===== config.mk =====
export PLATFORM = sky130hd
export DESIGN_NAME = dmc_channel_ctrl
export DESIGN_NICKNAME = d
export VERILOG_FILES = /design/src/design/dmc_pkg.sv /design/src/design/dmc_channel_ctrl.sv
export SDC_FILE = /design/constraint.sdc
export NUM_CORES = 1
export LEC_CHECK = 0
export ABC_AREA = 1
export BUFFER_PORTS_ARGS = -buffer_cell sky130_fd_sc_hd__buf_2
export CORE_MARGIN = 4
export CORE_UTILIZATION = 25
export CTS_CLUSTER_SIZE = 10
export DETAILED_ROUTE_END_ITERATION = 8
export GPL_ROUTABILITY_DRIVEN = 0
export PLACE_DENSITY_LB_ADDON = 0.2
export REMOVE_ABC_BUFFERS = 1
export SLEW_MARGIN = 0
export SYNTH_ARGS = -nofsm -noshare
export SYNTH_HDL_FRONTEND = slang
export SYNTH_HIERARCHICAL = 1
export SYNTH_SLANG_ARGS = --single-unit

===== constraint.sdc =====
create_clock -name clk -period 25.1 [get_ports clk]
set_clock_uncertainty 0.15 [all_clocks]
set_input_delay 3.765 -clock clk [delete_from_list [all_inputs] [get_ports clk]]
set_output_delay 3.765 -clock clk [all_outputs]
set_load 0.02 [all_outputs]

===== src/design/dmc_pkg.sv =====
package dmc_pkg;

    localparam int          NUM_CH       = 4;
    localparam int          ADDR_W       = 8;
    localparam int          FMT_W        = 64;
    localparam int          FIFO_DEPTH   = 4;

    localparam logic [7:0]  OFF_CTRL0    = 8'h00;
    localparam logic [7:0]  OFF_STRIDE   = 8'h04;
    localparam logic [7:0]  OFF_GLOBAL   = 8'h10;
    localparam logic [7:0]  OFF_STATUS   = 8'h14;

    localparam int          BUS_MODE_BIT = 7;
    localparam int          SIZE_HI      = 6;
    localparam int          SIZE_LO      = 4;
    localparam int          SRC_HI       = 3;
    localparam int          SRC_LO       = 0;
    localparam int          ODM_BIT      = 15;
    localparam int          REV_BIT      = 0;
    localparam int          FMT_DIR_BIT  = 60;
    localparam int          FMT_MD_HI    = 57;
    localparam int          FMT_MD_LO    = 56;

    localparam logic [7:0]  CTRL_RST     = 8'h00;
    localparam logic        ODM_RST      = 1'b0;

    localparam logic [3:0]  SRC_EXT      = 4'h2;
    localparam logic [3:0]  SRC_TMR_EE   = 4'hC;
    localparam logic [3:0]  SRC_TMR_EP   = 4'hD;
    localparam logic [3:0]  SRC_TMR_PE   = 4'hE;

    localparam logic [2:0]  SZ_QUAD      = 3'h0;
    localparam logic [2:0]  SZ_BYTE      = 3'h1;
    localparam logic [2:0]  SZ_WORD      = 3'h2;
    localparam logic [2:0]  SZ_LONG      = 3'h3;
    localparam logic [2:0]  SZ_BLOCK     = 3'h4;

    localparam logic [1:0]  AM_DUAL      = 2'h0;
    localparam logic [1:0]  AM_SINGLE    = 2'h1;

    typedef enum logic [1:0] {KIND_EXT, KIND_TMR, KIND_FMT} dmc_kind_t;
    typedef enum logic [1:0] {ROUTE_EXT_EXT, ROUTE_EXT_PERIPH, ROUTE_PERIPH_EXT,
                              ROUTE_FORMAT} dmc_route_t;

    typedef struct packed {
        logic [1:0]  chan;
        dmc_kind_t   kind;
        dmc_route_t  route;
        logic        dir;
        logic [1:0]  addr_mode;
        logic        bus_burst;
        logic [2:0]  size_code;
        logic [5:0]  access_bytes;
    } dmc_desc_t;

endpackage


===== src/design/dmc_channel_ctrl.sv =====
`timescale 1ns/1ps
// Behaviour
// RULE1 - external request source honoured only on channels zero and one
// RULE2 - channels two and three ignore external requests in normal mode
// RULE3 - later revision accepts external source on all four channels; code takes two and three only in on-demand mode, where zero ignores them
// RULE4 - original revision: channel zero format transfers are single address only
// RULE5 - on-demand channel zero: direction bit 60, address mode bits 57-56
// RULE6 - bus-mode bit 7: 0 cycle steal (reset), 1 burst
// RULE7 - size field bits 6..4 fixes transfer width and external access size
// RULE8 - register source or destination accessed at the size field width
// RULE9 - timer capture requests: ext-ext, ext-periph, periph-ext, all dual address
// RULE10 - size codes: 000 64-bit, 001 8, 010 16, 011 32, 100 32-byte block
// RULE11 - software never programs prohibited source codes; behaviour undefined

module dmc_fifo #(
    parameter int WIDTH = 64,
    parameter int DEPTH = 4
) (
    input  wire logic              clk,
    input  wire logic              reset,
    input  wire logic              in_valid,
    output logic                   in_ready,
    input  wire logic [WIDTH-1:0]  in_data,
    output logic                   out_valid,
    input  wire logic              out_ready,
    output logic [WIDTH-1:0]       out_data
);
    localparam int PW = $clog2(DEPTH);

    // pointers wrap by overflow, so only powers of two are served
    if (DEPTH < 2 || (1 << PW) != DEPTH || WIDTH < 1) begin : g_bad_param
        $error("dmc_fifo: DEPTH must be a power of two of at least 2");
    end

    typedef struct packed {
        logic [DEPTH-1:0][WIDTH-1:0] mem;
        logic [PW-1:0]               wptr;
        logic [PW-1:0]               rptr;
        logic [PW:0]                 count;
    } dmc_fifo_state_t;

    dmc_fifo_state_t s_reg;
    dmc_fifo_state_t s_next;
    logic            push;
    logic            pop;

    assign in_ready  = (s_reg.count != (PW+1)'(DEPTH));
    assign out_valid = (s_reg.count != '0);
    assign out_data  = s_reg.mem[s_reg.rptr];

    always_comb begin
        s_next = s_reg;
        push   = in_valid && in_ready;
        pop    = out_valid && out_ready;
        if (push) begin
            s_next.mem[s_reg.wptr] = in_data;
            s_next.wptr            = s_reg.wptr + 1'b1;
        end
        if (pop) begin
            s_next.rptr = s_reg.rptr + 1'b1;
        end
        if (push && !pop) begin
            s_next.count = s_reg.count + 1'b1;
        end else if (pop && !push) begin
            s_next.count = s_reg.count - 1'b1;
        end
    end

    always_ff @(posedge clk or posedge reset) begin
        if (reset) begin
            s_reg <= '0;
        end else begin
            s_reg <= s_next;
        end
    end
endmodule // dmc_fifo

module dmc_channel_ctrl
    import dmc_pkg::*;
#(
    parameter bit LATER_REV = 1'b1
) (
    input  wire logic              clk,
    input  wire logic              reset,
    input  wire logic [ADDR_W-1:0] addr,
    input  wire logic [31:0]       wdata,
    input  wire logic              wr,
    input  wire logic              rd,
    output logic [31:0]            rdata,
    input  wire logic [NUM_CH-1:0] ext_req_n,
    input  wire logic              timer_unit_capture,
    input  wire logic [NUM_CH-1:0] chan_enable,
    input  wire logic              global_enable,
    input  wire logic              fmt_valid,
    output logic                   fmt_ready,
    input  wire logic [FMT_W-1:0]  fmt_data,
    output logic                   start_valid,
    input  wire logic              start_ready,
    output dmc_desc_t              start_desc
);
    typedef struct packed {
        logic [NUM_CH-1:0][7:0] ctrl;
        logic                   on_demand_transfer_mode;
        logic [NUM_CH-1:0]      ext_q1;
        logic [NUM_CH-1:0]      ext_q2;
        logic [NUM_CH-1:0]      ext_q3;
        logic [NUM_CH-1:0]      pend_ext;
        logic [NUM_CH-1:0]      pend_tmr;
        logic                   start_valid;
        dmc_desc_t              desc;
        logic [31:0]            rdata;
    } dmc_state_t;

    // two-bit channel index and four-bit status fields assume four channels
    if (NUM_CH != 4) begin : g_bad_num_ch
        $error("dmc_channel_ctrl: NUM_CH must be 4");
    end

    function automatic logic [5:0] size_bytes(input logic [2:0] code);
        unique case (code)
            SZ_QUAD:  size_bytes = 6'h08;
            SZ_BYTE:  size_bytes = 6'h01;
            SZ_WORD:  size_bytes = 6'h02;
            SZ_LONG:  size_bytes = 6'h04;
            SZ_BLOCK: size_bytes = 6'h20;
            default:  size_bytes = 6'h00;
        endcase
    endfunction

    function automatic logic ext_allowed(input int ch, input logic odm);
        ext_allowed = (ch < 2) || (LATER_REV && odm); // RULE1 RULE2 RULE3
    endfunction

    function automatic logic is_timer_src(input logic [3:0] src);
        is_timer_src = (src == SRC_TMR_EE) || (src == SRC_TMR_EP) || (src == SRC_TMR_PE);
    endfunction

    dmc_state_t        s_reg;
    dmc_state_t        s_next;
    logic              fifo_valid;
    logic              fifo_pop;
    logic [FMT_W-1:0]  fifo_data;

    dmc_fifo #(
        .WIDTH (FMT_W),
        .DEPTH (FIFO_DEPTH)
    ) u_fmt_fifo (
        .clk       (clk),
        .reset     (reset),
        .in_valid  (fmt_valid),
        .in_ready  (fmt_ready),
        .in_data   (fmt_data),
        .out_valid (fifo_valid),
        .out_ready (fifo_pop),
        .out_data  (fifo_data)
    );

    assign rdata       = s_reg.rdata;
    assign start_valid = s_reg.start_valid;
    assign start_desc  = s_reg.desc;

    always_comb begin
        logic [NUM_CH-1:0] ext_edge;
        logic [NUM_CH-1:0] req;
        logic [NUM_CH-1:0] clr;
        logic              found;
        logic [1:0]        gidx;
        logic [7:0]        c;
        logic              fmt_path;
        ext_edge = '0;
        req      = '0;
        clr      = '0;
        found    = 1'b0;
        gidx     = 2'h0;
        c        = 8'h00;
        fmt_path = 1'b0;
        fifo_pop = 1'b0;
        s_next   = s_reg;
        s_next.rdata = 32'h0000_0000;

        // request pins are asynchronous: two flops before anything looks
        s_next.ext_q1 = ~ext_req_n;
        s_next.ext_q2 = s_reg.ext_q1;
        s_next.ext_q3 = s_reg.ext_q2;
        ext_edge      = s_reg.ext_q2 & ~s_reg.ext_q3;

        if (wr) begin
            for (int ch = 0; ch < NUM_CH; ch++) begin
                if (addr == OFF_CTRL0 + ADDR_W'(ch) * OFF_STRIDE) begin
                    s_next.ctrl[ch] = wdata[7:0];
                end
            end
            if (addr == OFF_GLOBAL) begin
                s_next.on_demand_transfer_mode = wdata[ODM_BIT];
            end
        end
        if (rd) begin
            for (int ch = 0; ch < NUM_CH; ch++) begin
                if (addr == OFF_CTRL0 + ADDR_W'(ch) * OFF_STRIDE) begin
                    s_next.rdata = {24'h00_0000, s_reg.ctrl[ch]};
                end
            end
            if (addr == OFF_GLOBAL) begin
                s_next.rdata[ODM_BIT] = s_reg.on_demand_transfer_mode;
                // revision is fixed at build time, software can only read it
                s_next.rdata[REV_BIT] = LATER_REV;
            end
            if (addr == OFF_STATUS) begin
                s_next.rdata[3:0] = s_reg.pend_ext;
                s_next.rdata[7:4] = s_reg.pend_tmr;
                s_next.rdata[8]   = s_reg.start_valid;
                s_next.rdata[9]   = fifo_valid;
            end
        end

        // format word only drives channel zero in on-demand mode
        fmt_path = s_reg.on_demand_transfer_mode && fifo_valid; // RULE5
        for (int ch = 0; ch < NUM_CH; ch++) begin
            c = s_reg.ctrl[ch];
            // invalid size codes never start, so no width is left undefined
            req[ch] = chan_enable[ch] && global_enable
                      && (size_bytes(c[SIZE_HI:SIZE_LO]) != 6'h00) // RULE10
                      && (s_reg.pend_ext[ch] || s_reg.pend_tmr[ch]
                          || (ch == 0 && fmt_path));
        end
        // scan from the top so the lowest channel number wins
        for (int ch = NUM_CH - 1; ch >= 0; ch--) begin
            if (req[ch]) begin
                found = 1'b1;
                gidx  = 2'(ch);
            end
        end

        if (!s_reg.start_valid || start_ready) begin
            s_next.start_valid = found;
            if (found) begin
                c = s_reg.ctrl[gidx];
                s_next.desc.chan         = gidx;
                s_next.desc.bus_burst    = c[BUS_MODE_BIT]; // RULE6
                s_next.desc.size_code    = c[SIZE_HI:SIZE_LO]; // RULE7
                s_next.desc.access_bytes = size_bytes(c[SIZE_HI:SIZE_LO]); // RULE7 RULE8
                s_next.desc.dir          = 1'b0;
                s_next.desc.addr_mode    = AM_DUAL;
                s_next.desc.route        = ROUTE_EXT_EXT;
                s_next.desc.kind         = KIND_EXT;
                if (gidx == 2'h0 && fmt_path) begin
                    fifo_pop              = 1'b1;
                    s_next.desc.kind      = KIND_FMT;
                    s_next.desc.route     = ROUTE_FORMAT;
                    s_next.desc.dir       = fifo_data[FMT_DIR_BIT]; // RULE5
                    s_next.desc.addr_mode = LATER_REV ? fifo_data[FMT_MD_HI:FMT_MD_LO]
                                                      : AM_SINGLE; // RULE4
                end else if (s_reg.pend_ext[gidx]) begin
                    clr[gidx]          = 1'b1;
                    s_next.desc.kind   = KIND_EXT;
                end else begin
                    clr[gidx]        = 1'b1;
                    s_next.desc.kind = KIND_TMR;
                    // timer capture routes are all dual address
                    unique case (c[SRC_HI:SRC_LO]) // RULE9
                        SRC_TMR_EP: s_next.desc.route = ROUTE_EXT_PERIPH;
                        SRC_TMR_PE: s_next.desc.route = ROUTE_PERIPH_EXT;
                        default:    s_next.desc.route = ROUTE_EXT_EXT;
                    endcase
                    s_next.desc.addr_mode = AM_DUAL; // RULE9
                end
            end
        end

        // set after clear so an event landing on the grant cycle survives
        for (int ch = 0; ch < NUM_CH; ch++) begin
            c = s_reg.ctrl[ch];
            if (clr[ch] && s_reg.pend_ext[ch]) begin
                s_next.pend_ext[ch] = 1'b0;
            end else if (clr[ch]) begin
                s_next.pend_tmr[ch] = 1'b0;
            end
            // prohibited source codes simply raise nothing
            if (ext_edge[ch] && c[SRC_HI:SRC_LO] == SRC_EXT
                && ext_allowed(ch, s_reg.on_demand_transfer_mode)) begin // RULE1 RULE2 RULE3
                s_next.pend_ext[ch] = 1'b1;
            end
            if (timer_unit_capture && is_timer_src(c[SRC_HI:SRC_LO])) begin // RULE9
                s_next.pend_tmr[ch] = 1'b1;
            end
            // channel zero listens only to the format buffer in on-demand mode
            if (ch == 0 && s_reg.on_demand_transfer_mode) begin
                s_next.pend_ext[ch] = 1'b0;
                s_next.pend_tmr[ch] = 1'b0;
            end
        end
    end

    always_ff @(posedge clk or posedge reset) begin
        if (reset) begin
            s_reg                         <= '0;
            s_reg.ctrl                    <= {NUM_CH{CTRL_RST}};
            s_reg.on_demand_transfer_mode <= ODM_RST;
        end else begin
            s_reg <= s_next;
        end
    end
endmodule // dmc_channel_ctrl


### Word level (Yosys, flattened, before mapping)

Cells that the tools add are included.

* output and inout bits: 53
* input port bits: 120
* register bits after elaboration: 368

* bitwise gates (word level): 3
* reductions and logical operators: 82
* mux-type cells: 68
* equality and inequality tests: 48
* order comparisons: 5
* add/sub/neg operators: 4

Operators with widths (number)
* bitwise mux 256 bit: 1
* one-hot mux 6 bit (5 select lines): 5
* binary-select mux 64 bit (select 2 bit): 1
* demux 64 bit (select 2 bit): 1
* 2-to-1 mux 32 bit: 3
* 2-to-1 mux 64 bit: 1
* 2-to-1 mux 61 bit: 1
* equality test 4 bit, second input constant: 14
* 2-to-1 mux 1 bit: 35
* logical AND 1 bit: 34
* equality test 3 x 2 -> 1 bit, second input constant: 10
* 2-to-1 mux 8 bit: 3
* nonzero test 6 bit: 4
* AND reduction 2 bit: 10
* binary-select mux 8 bit (select 2 bit): 1
* equality test 4 x 2 -> 1 bit, second input constant: 4
* equality test 8 x 4 -> 1 bit, second input constant: 2
* equality test 8 x 5 -> 1 bit, second input constant: 2
* 2-to-1 mux 4 bit: 4
* equality test 3 x 1 -> 1 bit, second input constant: 5
* equality test 3 bit, second input constant: 5
* zero test 3 bit: 5
* logical OR 1 bit: 14
* nonzero test 2 bit: 7
* 21 further kinds: 38

### Depth between registers and ports, before layout

* word-level depth: 20
* depth in mapped cells: 21
* depth with buffers taken out: 21

### Hierarchy

Netlist, hierarchy kept.

By module, submodules not included
* dmc_fifo: instances 1, cells each 1618, area an instance 12973.7 um2
* dmc_channel_ctrl: instances 1, cells each 531, area an instance 4291.6 um2

### Least setup slack after synthesis

No wires, ideal clock.

* kind: input to register
* start point: input chan_enable[2]
* end point: register u_fmt_fifo/s_reg[1] (netlist bit)
* stages: 16
* path buffers: 0
* data arrival time: 5.531 ns
* required time: 24.833 ns
* slack: 19.302 ns
* path through: nand2_1 nor2_1 nand2_2 nand2_1 nand2_2 nand2_4 nand2_1 inv_2 nand4_2 inv_2 nand2_1 ha_1 inv_1 fa_1 nand2_1 nand2_1

RTL lines
* from (decl): RTL line dmc_channel_ctrl.sv:92 `input wire logic [NUM_CH-1:0] chan_enable,`
* to (signal assigned): RTL line dmc_channel_ctrl.sv:73 `s_reg <= s_next;`
* to (decl): RTL line dmc_channel_ctrl.sv:42 `dmc_fifo_state_t s_reg;`

==> flow_metrics.env <==
export IMPL_grt_use_total_pct=11.6
export IMPL_drive_above_1_share_pct=17.7
export IMPL_nets=820
export IMPL_finalWirelength_mm=14.0
export IMPL_final_core_util_pct=27.2
export IMPL_relSlewSlack_pct=47.6
export IMPL_setup_slack_ns=19.03
export IMPL_detailedPlace_worstSlack_ns=18.62
export IMPL_yosysWarningCount=6
export IMPL_cts_max_level=3
export IMPL_critPathCaptureType="register"
export IMPL_diodes=0
export IMPL_syn_cell_area_um2=5620
export IMPL_worst_r2r_path_depth=16
export IMPL_tightestPinTransition_ns=0.785
export IMPL_routedWlPerCell_um=14.3
export IMPL_cts_repair_timing_setup_buffer_count=0
export IMPL_die_height_um=158
export IMPL_clk_root_buffer_cell="sky130_fd_sc_hd__clkbuf_16"
export IMPL_start_util_pct=25.6
export IMPL_timing_worst_setup_path_type="in2reg"
export IMPL_grt_first_pass_wirelength_mm=22.5
export IMPL_synth_avg_cell_area_um2=7.99
export IMPL_number_of_setup_violations_in_the_final_report=0
export IMPL_areaGrowthSynthToFinish_pct=6.30
export IMPL_timing_max_transition_violations_final=0
export IMPL_holdBufCountCts=0
export IMPL_core_rowCount=54
export IMPL_peakVddDrop_mv=0.0329
export IMPL_cts_buffers=9
export IMPL_largest_reg_flops=45
export IMPL_cts_tree="yes"
export IMPL_powerDensity_nw_per_um2=82.5
export IMPL_die_area_um2=24900
export IMPL_crit_path_start_kind="primary input"
export IMPL_drtIter0Drc=225
export IMPL_pin_count_of_the_biggest_net_entering_global_routing=54
export IMPL_cap_viol_max_count=0
export IMPL_rsz0062_at_grt="false"
export IMPL_ios=173
export IMPL_status="finished, final reports clean"
export IMPL_worstReg2RegStart="u_fmt_fifo/s_reg[0]"
export IMPL_die_w_um=158
export IMPL_setup_tns_ns=0
export IMPL_holdPathEnd="s_next[61]"
export IMPL_hpwlAfterDp_mm=10.7
export IMPL_data_arrival_time_at_the_worst_slack_endpoint_ns=6.17
export IMPL_final_hold_violation_count=0
export IMPL_remaining_drc_errors=0
export IMPL_post_route_period_util_pct=24.2
export IMPL_final_period_minus_worst_setup_slack_ns=6.07
export IMPL_p_leak_uw=0.00299
export IMPL_clk_slew_on_worst_s_h_paths_ns=0.07
export IMPL_dr_pass1_iters=4
export IMPL_clock_fmax_mhz=165
export IMPL_worstPathMaxFanout=13
export IMPL_clock_tree_buffer_depth=2
export IMPL_min_path_cells=0
export IMPL_post_synthesis_cells=703
export IMPL_min_delay_startpoint="s_next[65]"
export IMPL_cts_sink_count=102
export IMPL_placement_io_buffers=66
export IMPL_route_detailed_vias_per_inst=4.25
export IMPL_clk_latency_ns=0.36
export IMPL_globalRouteOverflowTotal=0
export IMPL_core_area_um2=22000
export IMPL_grt_antenna_before_repair=0
export IMPL_cts_resized_gates=0
export IMPL_worst_ep_required_time_ns=25.19
export IMPL_reg2reg_slack_ns=21.81
export IMPL_holdCritPathClass="reg2reg"
export IMPL_ant_nets=0
export IMPL_reg2reg_to="u_fmt_fifo/s_reg[1]"
export IMPL_detailroute_via_count=4163
export IMPL_grt_pass1_vias=4112
-- worst max-delay path by stage --
stage	startpoint	endpoint	cells past startpoint
after CTS	global_enable	u_fmt_fifo/s_reg[1]	15
after global routing	global_enable	u_fmt_fifo/s_reg[1]	15
after detailed placement	global_enable	u_fmt_fifo/s_reg[1]	15
after global placement	global_enable	u_fmt_fifo/s_reg[1]	15
after floorplan	reset	rdata[0]	1
final	global_enable	u_fmt_fifo/s_reg[1]	15
-- per-layer routing --
layer  routed length (um)  up-vias  share of wire, %  global-route usage, %
li1                     -     2135                 -                      -
met1                 6920     1957                49                   16.2
met2                 6530       60                47                   18.4
met3                  391       11               2.8                   2.00
met4                  174        0               1.2                   3.48
met5                    0        -                 0                      0
-- layout by cell type (no fill, tap or decap), types with 2 or more instances in the layout --
cell type                   instances
sky130_fd_sc_hd__nand3_4            5
sky130_fd_sc_hd__o221ai_1           2
sky130_fd_sc_hd__nor2_2             7
sky130_fd_sc_hd__inv_2             12
sky130_fd_sc_hd__nand4_1           18
sky130_fd_sc_hd__inv_1             60
sky130_fd_sc_hd__clkbuf_16          9
sky130_fd_sc_hd__ha_1               5
sky130_fd_sc_hd__dfrtp_1          102
sky130_fd_sc_hd__conb_1            22
sky130_fd_sc_hd__o21ai_0           56
sky130_fd_sc_hd__o21ai_1           10
sky130_fd_sc_hd__nor3_1             3
sky130_fd_sc_hd__nand2_2            8
sky130_fd_sc_hd__buf_2             66
sky130_fd_sc_hd__a21oi_1           22
sky130_fd_sc_hd__nor2_1            37
sky130_fd_sc_hd__nand2_4            3
sky130_fd_sc_hd__inv_8              3
sky130_fd_sc_hd__a31oi_1            2
sky130_fd_sc_hd__a41oi_1            5
sky130_fd_sc_hd__nand3b_1           3
sky130_fd_sc_hd__nand2_1          197
sky130_fd_sc_hd__nor4_1             3
sky130_fd_sc_hd__clkinv_2           2
sky130_fd_sc_hd__and3_1             2
sky130_fd_sc_hd__inv_6              2
sky130_fd_sc_hd__nand3_1           18
-- per-stage QoR --
step                instances  hold WS, ns  area [um2]  power, uW
floorplan                 616        0.181        4980        311
global placement          963        0.182        5670        356
detailed placement        963        0.185        5670        356
CTS                       979        0.202        5970        503
global route              979        0.208        5970        529
finish                    979        0.201        5970        493
-- power by group --
part	internal (uW)	switching (uW)	total, uW
sequential	193	23.7	217
combinational	44.5	87.8	132
clock	71.0	72.5	143
total	309	184	493
-- worst max-delay path, stage by stage --
cell	delay, ns
sky130_fd_sc_hd__buf_2	0.11
sky130_fd_sc_hd__nand2_1	0.08
sky130_fd_sc_hd__nor2_1	0.12
sky130_fd_sc_hd__nand2_1	0.15
sky130_fd_sc_hd__nand2_4	0.14
sky130_fd_sc_hd__inv_2	0.08
sky130_fd_sc_hd__a21oi_4	0.38
sky130_fd_sc_hd__nand4_2	0.20
sky130_fd_sc_hd__inv_2	0.17
sky130_fd_sc_hd__nand2_1	0.12
sky130_fd_sc_hd__ha_1	0.23
sky130_fd_sc_hd__inv_1	0.08
sky130_fd_sc_hd__fa_1	0.40
sky130_fd_sc_hd__nand2_1	0.08
sky130_fd_sc_hd__nand2_1	0.05
-- final cells by class --
class                   instances  area (um2)
flip-flops and latches        102        2550
repair buffers                 67         338
clock inverters                 7        72.6
inverters                      74         279
well taps                     280         350
multi-input cells             440        2150
clock buffers                   9         225
fillers                      2391       16000
Power figures use the tool's default switching activity.
